--- config.mk ---
export PLATFORM = sky130hd
export DESIGN_NAME = bctl_bus_control_one
export DESIGN_NICKNAME = d
export VERILOG_FILES = /design/src/hw/bctl_bus_control_one.v /design/src/hw/bctl_sync.v
export VERILOG_INCLUDE_DIRS = /design/src /design/src/hw
export SDC_FILE = /design/constraint.sdc
export NUM_CORES = 1
export LEC_CHECK = 0
export BUFFER_PORTS_ARGS = -buffer_cell sky130_fd_sc_hd__buf_2
export CORE_MARGIN = 2
export CORE_UTILIZATION = 37
export DETAILED_ROUTE_END_ITERATION = 8
export PLACE_DENSITY = 0.7
export REMOVE_ABC_BUFFERS = 1
export SETUP_SLACK_MARGIN = 0.1
export SLEW_MARGIN = 25
export SYNTH_ARGS = -nofsm -noshare
export SYNTH_HDL_FRONTEND = slang
export SYNTH_HIERARCHICAL = 1
export SYNTH_SLANG_ARGS = --single-unit
--- constraint.sdc ---
create_clock -name clock_i -period 1.6 [get_ports clock_i]
set_clock_uncertainty 0.1 [all_clocks]
set_input_delay 0.16 -clock clock_i [delete_from_list [all_inputs] [get_ports clock_i]]
set_output_delay 0.16 -clock clock_i [all_outputs]
set_load 0.005 [all_outputs]
--- src/hw/bctl_defs.vh ---
`ifndef BCTL_DEFS_VH
`define BCTL_DEFS_VH

// ----------------------------------------
// Register map
// ----------------------------------------
`define BCTL_ADDR_W 8
`define BCTL_OFF_BUS_CONTROL_ONE 8'h00
`define BCTL_RESET_BUS_CONTROL_ONE 16'h0000
`define BCTL_WRITABLE_MASK 16'hf7ff

// ----------------------------------------
// Field positions
// ----------------------------------------
`define BCTL_BIT_ADDR_PULLUP 15
`define BCTL_BIT_DATA_PULLUP 14
`define BCTL_BIT_STANDBY_FLOAT_MEM 13
`define BCTL_BIT_STROBE_FLOAT 12
`define BCTL_BIT_ENDIAN 11
`define BCTL_AREA0_BURST_HI 10
`define BCTL_AREA0_BURST_LO 9
`define BCTL_AREA5_BURST_HI 8
`define BCTL_AREA5_BURST_LO 7
`define BCTL_AREA6_BURST_HI 6
`define BCTL_AREA6_BURST_LO 5
`define BCTL_MEMTYPE_HI 4
`define BCTL_MEMTYPE_LO 2
`define BCTL_BIT_AREA5_CARD 1
`define BCTL_BIT_AREA6_CARD 0

// ----------------------------------------
// Encodings
// ----------------------------------------
`define BCTL_BURST_ORDINARY 2'h0
`define BCTL_BURST_4 2'h1
`define BCTL_BURST_8 2'h2
`define BCTL_BURST_16 2'h3
`define BCTL_MEMTYPE_ORDINARY 3'h0
`define BCTL_MEMTYPE_AREA3_SDRAM 3'h2
`define BCTL_MEMTYPE_BOTH_SDRAM 3'h3

// ----------------------------------------
// Timing
// ----------------------------------------
`define BCTL_ADDR_PULLUP_CYCLES 3'h4
`define BCTL_ENDIAN_CAPTURE_DELAY 2'h2

// ----------------------------------------
// Bus answers
// ----------------------------------------
`define BCTL_RESP_OKAY 2'h0
`define BCTL_RESP_SLVERR 2'h2

`endif

--- src/hw/bctl_bus_control_one.v ---
// The register offsets and register access over AXI4-Lite are this design's own decisions.
`timescale 1ns/1ps
`include "bctl_defs.vh"

module bctl_bus_control_one (
	// Clock and power-on reset
	input wire clock_i,
	input wire reset_n_i,
	// AXI4-Lite write address
	input wire [7:0] s_axi_awaddr,
	input wire s_axi_awvalid,
	output wire s_axi_awready,
	// AXI4-Lite write data
	input wire [31:0] s_axi_wdata,
	input wire [3:0] s_axi_wstrb,
	input wire s_axi_wvalid,
	output wire s_axi_wready,
	// AXI4-Lite write response
	output wire [1:0] s_axi_bresp,
	output wire s_axi_bvalid,
	input wire s_axi_bready,
	// AXI4-Lite read address
	input wire [7:0] s_axi_araddr,
	input wire s_axi_arvalid,
	output wire s_axi_arready,
	// AXI4-Lite read data
	output wire [31:0] s_axi_rdata,
	output wire [1:0] s_axi_rresp,
	output wire s_axi_rvalid,
	input wire s_axi_rready,
	// Mode pin and bus state from the controller
	input wire endian_mode_pin_i,
	input wire bus_ack_i,
	input wire standby_i,
	input wire bus_released_i,
	input wire data_pins_idle_i,
	// Pin control
	output wire address_pullup_o,
	output wire data_pullup_o,
	output wire memory_pins_drive_o,
	output wire strobe_pins_drive_o,
	// Area configuration
	output wire little_endian_o,
	output wire [14:0] burst_count_o,
	output wire area2_sdram_o,
	output wire area3_sdram_o,
	output wire memtype_prohibited_o,
	output wire area5_card_space_o,
	output wire area6_card_space_o
);

	// ----------------------------------------
	// Register state
	// ----------------------------------------
	reg [15:0] bus_control_one_ff;
	reg [15:0] nxt_bus_control_one;
	reg endian_ff;
	reg endian_done_ff;
	reg [1:0] endian_wait_ff;
	reg [2:0] pullup_cnt_ff;
	reg bus_ack_prev_ff;
	reg data_pullup_ff;
	reg memory_drive_ff;
	reg strobe_drive_ff;
	wire endian_pin_sync;

	// ----------------------------------------
	// Endian capture
	// ----------------------------------------
	bctl_sync u_endian_sync (
		.clock_i(clock_i),
		.reset_n_i(reset_n_i),
		.async_i(endian_mode_pin_i),
		.sync_o(endian_pin_sync)
	);

	// capture after release
	// Waits for the synchroniser to fill, then freezes the level until next power-on
	always @(posedge clock_i or negedge reset_n_i) begin
		if (!reset_n_i) begin
			endian_ff <= 1'b0;
			endian_done_ff <= 1'b0;
			endian_wait_ff <= 2'h0;
		end else if (!endian_done_ff) begin
			if (endian_wait_ff == `BCTL_ENDIAN_CAPTURE_DELAY) begin
				endian_ff <= endian_pin_sync;
				endian_done_ff <= 1'b1;
			end else begin
				endian_wait_ff <= endian_wait_ff + 2'h1;
			end
		end
	end
	assign little_endian_o = endian_ff;

	// ----------------------------------------
	// AXI4-Lite slave
	// ----------------------------------------
	reg aw_held_ff;
	reg [7:0] aw_addr_ff;
	reg w_held_ff;
	reg [31:0] w_data_ff;
	reg [3:0] w_strb_ff;
	reg bvalid_ff;
	reg [1:0] bresp_ff;
	reg rvalid_ff;
	reg [1:0] rresp_ff;
	reg [31:0] rdata_ff;
	wire wr_fire;
	wire wr_hit;
	wire rd_hit;

	assign s_axi_awready = !aw_held_ff && !bvalid_ff;
	assign s_axi_wready = !w_held_ff && !bvalid_ff;
	assign s_axi_arready = !rvalid_ff;
	assign s_axi_bvalid = bvalid_ff;
	assign s_axi_bresp = bresp_ff;
	assign s_axi_rvalid = rvalid_ff;
	assign s_axi_rresp = rresp_ff;
	assign s_axi_rdata = rdata_ff;

	// Address and data may arrive in either order; both are held until paired
	assign wr_fire = aw_held_ff && w_held_ff && !bvalid_ff;
	assign wr_hit = (aw_addr_ff == `BCTL_OFF_BUS_CONTROL_ONE);
	assign rd_hit = ({s_axi_araddr[7:2], 2'h0} == `BCTL_OFF_BUS_CONTROL_ONE);

	always @(posedge clock_i or negedge reset_n_i) begin
		if (!reset_n_i) begin
			aw_held_ff <= 1'b0;
			aw_addr_ff <= 8'h00;
			w_held_ff <= 1'b0;
			w_data_ff <= 32'h00000000;
			w_strb_ff <= 4'h0;
			bvalid_ff <= 1'b0;
			bresp_ff <= `BCTL_RESP_OKAY;
		end else begin
			if (s_axi_awvalid && s_axi_awready) begin
				aw_held_ff <= 1'b1;
				aw_addr_ff <= {s_axi_awaddr[7:2], 2'h0};
			end
			if (s_axi_wvalid && s_axi_wready) begin
				w_held_ff <= 1'b1;
				w_data_ff <= s_axi_wdata;
				w_strb_ff <= s_axi_wstrb;
			end
			if (wr_fire) begin
				aw_held_ff <= 1'b0;
				w_held_ff <= 1'b0;
				bvalid_ff <= 1'b1;
				bresp_ff <= wr_hit ? `BCTL_RESP_OKAY : `BCTL_RESP_SLVERR;
			end else if (bvalid_ff && s_axi_bready) begin
				bvalid_ff <= 1'b0;
			end
		end
	end

	always @(posedge clock_i or negedge reset_n_i) begin
		if (!reset_n_i) begin
			rvalid_ff <= 1'b0;
			rresp_ff <= `BCTL_RESP_OKAY;
			rdata_ff <= 32'h00000000;
		end else if (s_axi_arvalid && s_axi_arready) begin
			rvalid_ff <= 1'b1;
			rresp_ff <= rd_hit ? `BCTL_RESP_OKAY : `BCTL_RESP_SLVERR;
			// captured endian flag, frozen since power-on, shown in bit 11
			rdata_ff <= rd_hit ? {16'h0000, bus_control_one_ff[15:12], endian_ff,
				bus_control_one_ff[10:0]} : 32'h00000000;
		end else if (rvalid_ff && s_axi_rready) begin
			rvalid_ff <= 1'b0;
		end
	end

	// ----------------------------------------
	// Control register
	// ----------------------------------------
	// byte-lane write
	always @* begin
		nxt_bus_control_one = bus_control_one_ff;
		if (wr_fire && wr_hit) begin
			if (w_strb_ff[0]) begin
				nxt_bus_control_one[7:0] = w_data_ff[7:0];
			end
			if (w_strb_ff[1]) begin
				nxt_bus_control_one[15:8] = w_data_ff[15:8];
			end
		end
		nxt_bus_control_one = nxt_bus_control_one & `BCTL_WRITABLE_MASK;
	end

	// power-on only
	// Manual reset and standby never reach this flop, so settings survive them
	always @(posedge clock_i or negedge reset_n_i) begin
		if (!reset_n_i) begin
			bus_control_one_ff <= `BCTL_RESET_BUS_CONTROL_ONE;
		end else begin
			bus_control_one_ff <= nxt_bus_control_one;
		end
	end

	// ----------------------------------------
	// Pin control
	// ----------------------------------------
	// pull-up window
	// Counts from the rising edge of bus acknowledge only; a held level does not restart it
	always @(posedge clock_i or negedge reset_n_i) begin
		if (!reset_n_i) begin
			bus_ack_prev_ff <= 1'b0;
			pullup_cnt_ff <= 3'h0;
		end else begin
			bus_ack_prev_ff <= bus_ack_i;
			if (bus_ack_i && !bus_ack_prev_ff &&
				bus_control_one_ff[`BCTL_BIT_ADDR_PULLUP]) begin
				pullup_cnt_ff <= `BCTL_ADDR_PULLUP_CYCLES;
			end else if (pullup_cnt_ff != 3'h0) begin
				pullup_cnt_ff <= pullup_cnt_ff - 3'h1;
			end
		end
	end
	assign address_pullup_o = (pullup_cnt_ff != 3'h0);
	always @(posedge clock_i or negedge reset_n_i) begin
		if (!reset_n_i) begin
			data_pullup_ff <= 1'b0;
			memory_drive_ff <= 1'b1;
			strobe_drive_ff <= 1'b1;
		end else begin
			data_pullup_ff <= bus_control_one_ff[`BCTL_BIT_DATA_PULLUP] && data_pins_idle_i;
			memory_drive_ff <= !standby_i ||
				bus_control_one_ff[`BCTL_BIT_STANDBY_FLOAT_MEM];
			strobe_drive_ff <= !(standby_i || bus_released_i) ||
				bus_control_one_ff[`BCTL_BIT_STROBE_FLOAT];
		end
	end
	assign data_pullup_o = data_pullup_ff;
	assign memory_pins_drive_o = memory_drive_ff;
	assign strobe_pins_drive_o = strobe_drive_ff;

	// ----------------------------------------
	// Area decode
	// ----------------------------------------
	wire [5:0] burst_fields;
	assign burst_fields = {
		bus_control_one_ff[`BCTL_AREA6_BURST_HI:`BCTL_AREA6_BURST_LO],
		bus_control_one_ff[`BCTL_AREA5_BURST_HI:`BCTL_AREA5_BURST_LO],
		bus_control_one_ff[`BCTL_AREA0_BURST_HI:`BCTL_AREA0_BURST_LO]};
	// Each slice: 0 for ordinary memory, else the burst length in accesses.
	// Width limits per code are the software's to respect; nothing is blocked here.
	genvar area;
	generate
		for (area = 0; area < 3; area = area + 1) begin : g_burst
			reg [4:0] count;
			always @* begin
				case (burst_fields[2*area+1:2*area])
					`BCTL_BURST_ORDINARY: count = 5'h00;
					`BCTL_BURST_4: count = 5'h04;
					`BCTL_BURST_8: count = 5'h08;
					`BCTL_BURST_16: count = 5'h10;
					default: count = 5'h00;
				endcase
			end
			assign burst_count_o[5*area+4:5*area] = count;
		end
	endgenerate
	// memory type
	// Prohibited codes fall back to ordinary memory and raise a flag
	wire [2:0] memtype;
	wire memtype_both;
	assign memtype = bus_control_one_ff[`BCTL_MEMTYPE_HI:`BCTL_MEMTYPE_LO];
	assign memtype_both = (memtype == `BCTL_MEMTYPE_BOTH_SDRAM);
	assign area2_sdram_o = memtype_both;
	assign area3_sdram_o = memtype_both || (memtype == `BCTL_MEMTYPE_AREA3_SDRAM);
	assign memtype_prohibited_o = !memtype_both && (memtype != `BCTL_MEMTYPE_AREA3_SDRAM) &&
		(memtype != `BCTL_MEMTYPE_ORDINARY);

	assign area5_card_space_o = bus_control_one_ff[`BCTL_BIT_AREA5_CARD];
	assign area6_card_space_o = bus_control_one_ff[`BCTL_BIT_AREA6_CARD];

endmodule

--- src/hw/bctl_sync.v ---
`timescale 1ns/1ps

module bctl_sync (
	// Clock and reset
	input wire clock_i,
	input wire reset_n_i,
	// Level in and out
	input wire async_i,
	output wire sync_o
);

	reg stage1_ff;
	reg stage2_ff;

	// ----------------------------------------
	// Two-stage synchroniser
	// ----------------------------------------
	always @(posedge clock_i or negedge reset_n_i) begin
		if (!reset_n_i) begin
			stage1_ff <= 1'b0;
			stage2_ff <= 1'b0;
		end else begin
			stage1_ff <= async_i;
			stage2_ff <= stage1_ff;
		end
	end

	assign sync_o = stage2_ff;

endmodule

==> results.cfg <==
[sta]
rsz0062_at_grt = true
hold_viol_final = 0
period_minus_slack_ps = 1570
fin_crit_sh_pct = 98.1
timing.fmax_ghz = 0.637
final.setup.tns_ps = 0
setup_viol = 0
whs_ps = 109
drv_slew = 0

[grt]
track_usage_pct = 14.7
antenna_found_initial = 0
grt_overflow_total = 0
grt_max_degree = 41
grt_pass1_vias = 2077
grt_pass1_wl_um = 9830

[critical_path]
slowest_delay_ps = 390
worstSetupPathType = reg -> reg
path_cells = nor4_2, buf_4, nand4_1, buf_6, mux2_2
worstSetupEndpointType = flip-flop
start_kind = flip-flop
crit_path_max_fanout = 7
r2r_slack_ps = 30
critPathSlowestCell = dfrtp_1
worstPathRequired_ps = 1720
cp.arrival_ps = 1690

[floorplanning]
dieArea_um2 = 8990
fp-row-count = 33
dieHeight_um = 94.8
die_w_um = 94.8
ios = 130
start_util_pct = 37.7
core-area_um2 = 8090

[cells_and_area]
final_core_util_pct = 53.4
fill_cells = 702
fin_cells = 466
diodes = 0
drive_gt1_share_pct = 51.2
fin_nets = 423
area_growth_pct = 41.7

[yosys]
synth-seq-cells = 73
yosys.area.top_type_share_pct = 58.2
ys_seq_area_share_pct = 59.9
postSynthCellCount = 222
syn_area_per_cell_um2 = 13.7
ys_warn_count = 6
synth_area_leaders = dfrtp_1, mux2_2, buf_4
yosysTopAreaCell = dfrtp_1
synth_area_um2 = 3050
synth_cell_types = 33

[drt]
drt_drc_violations_left = 0
avgViaCountPerCell = 4.47
dr_total_vias = 2081
wl_per_cell_um = 13.8
antenna_left = 0
routed_wl_um = 6440
dr.pass1.iters = 4
drtIter0Drc = 44

[worst_hold_path]
min-delay-path-class = in -> async

[power_and_ir_drop]
ir_drop_uv = 890
power.density_nw_per_um2 = 1470
p_leak_uw = 0.00222

[placement]
dpl.hpwl_um = 3970
placedCellCount = 408
numPortBuffers = 82
gp_congestion = 0.698

[cts]
cts-root-buf = clkbuf_8
clk_latency_ps = 340
clockBufferDepth = 2
clk_pin_slew_ps = 80
tritoncts = yes
cts.sinks = 73
htreeDepth = 3
numCtsBuffers = 9

[run]
cap_violations = 0

[outcome]
status = completed
-- critical path: cells and delay by family (launching register included) --
kind                   cells  cell delay [ps]
buffers and inverters      2              340
DFF                        1              390
muxes                      1              270
and+or+nand+nor            2              350
-- logic make-up after synthesis --
logic type / share of synthesized area (%)
AND/OR/NAND/NOR: 7.83
other: 0.123
multiplexers: 14.7
buffers and inverters: 8.12
AO/OA/AOI/OAI: 7.46
adder cells (fa/ha/maj): 1.23
XOR/XNOR: 0.574
flip-flops: 59.9
-- what timing repair did --
action                                  4_1_cts  5_1_grt
endpoints found under the setup margin       18       56
buffers inserted                              4        2
gates cloned                                  1        2
resized for setup                             4       22
hold buffers                                 33        0
endpoints found under the hold margin       102        0
pin swaps                                     3        4
-- layout make-up --
class                      count  area (um2)  area share (%)
sequential                    73        1830            42.3
multi-input combinational    133        1130            26.2
timing repair buffer         132         963            22.3
clock buffer                  12         165            3.82
tap                          105         131            3.04
clock inverter                 4        73.8            1.71
inverter                       7        26.3           0.608
-- cell usage in the layout (no fill, tap or decap), types with 4 or more instances in the layout --
master and instances:
conb_1 24, clkbuf_8 12, buf_2 81, dfrtp_1 71, mux2_2 25, mux2_4 14, a22o_2 16, nor2b_1 7
nor2_1 8, inv_1 5, buf_12 4, and2_1 5, buf_4 10, dlygate4sd3_1 33, o21ai_0 4
-- registers in the layout (all words and copies together), names as in the netlist, 2 cells and up --
register	flops
w_data_ff	15
bus_control_one_ff	15
aw_addr_ff	6
endian_wait_ff	2
w_strb_ff	2
s_axi_rdata	16
pullup_cnt_ff	3
-- path summary, 6_finish.rpt --
check                                        start                     end  cells past startpoint
min reg2reg                u_endian_sync/stage1_ff    u_endian_sync/sync_o                      0
min in group clock_i                  s_axi_wvalid               w_held_ff                      4
max in group asynchronous                reset_n_i     strobe_pins_drive_o                      3
min                                      reset_n_i   bus_control_one_ff[5]                      2
max reg2reg                          aw_addr_ff[3]  bus_control_one_ff[14]                      5
max                                  aw_addr_ff[3]  bus_control_one_ff[14]                      5
-- cells in the mapped netlist --
library cell,n
a211oi_1,1
a21o_1,2
a21oi_1,2
a22o_2,16
and2_1,7
and3b_1,1
buf_2,3
buf_4,24
buf_6,1
clkbuf_1,4
conb_1,1
dfrtp_1,71
dfstp_2,2
ha_1,3
inv_1,7
mux2_2,39
mux2i_1,1
nand2_1,2
nand2b_1,2
nand3_1,2
nand4_1,1
nand4_2,1
nor2_1,9
nor2b_1,7
nor4_2,1
nor4_4,1
o21a_1,1
o21ai_0,4
o21bai_1,1
or2_2,1
or2b_2,1
or4_4,1
xnor2_1,2
-- layer usage --
layer / up-vias / GRT usage (%) / wire length [um]
li1: 981 / - / -
met1: 1025 / 17.1 / 2610
met2: 66 / 25.6 / 3430
met3: 9 / 3.59 / 325
met4: 0 / 6.16 / 77
met5: - / 0 / 0
-- stage by stage --
| step | power, uW | setup WS [ps] | cell area [um2] |
|---|---|---|---|
| 2_1_floorplan | 3740 | -172 | 2920 |
| 3_3_place_gp | 4250 | 24.8 | 3570 |
| 3_5_place_dp | 4350 | 19.5 | 3570 |
| 4_1_cts | 6170 | 16.0 | 4220 |
| 5_1_grt | 6800 | -92.3 | 4320 |
| 6_report | 6370 | 30.8 | 4320 |
-- power by group --
| part | switching [uW] | internal [uW] |
|---|---|---|
| registers | 404 | 2450 |
| logic | 695 | 1150 |
| clock network | 657 | 1010 |
| total | 1760 | 4610 |
No activity file was read; power rests on OpenSTA's default activity.
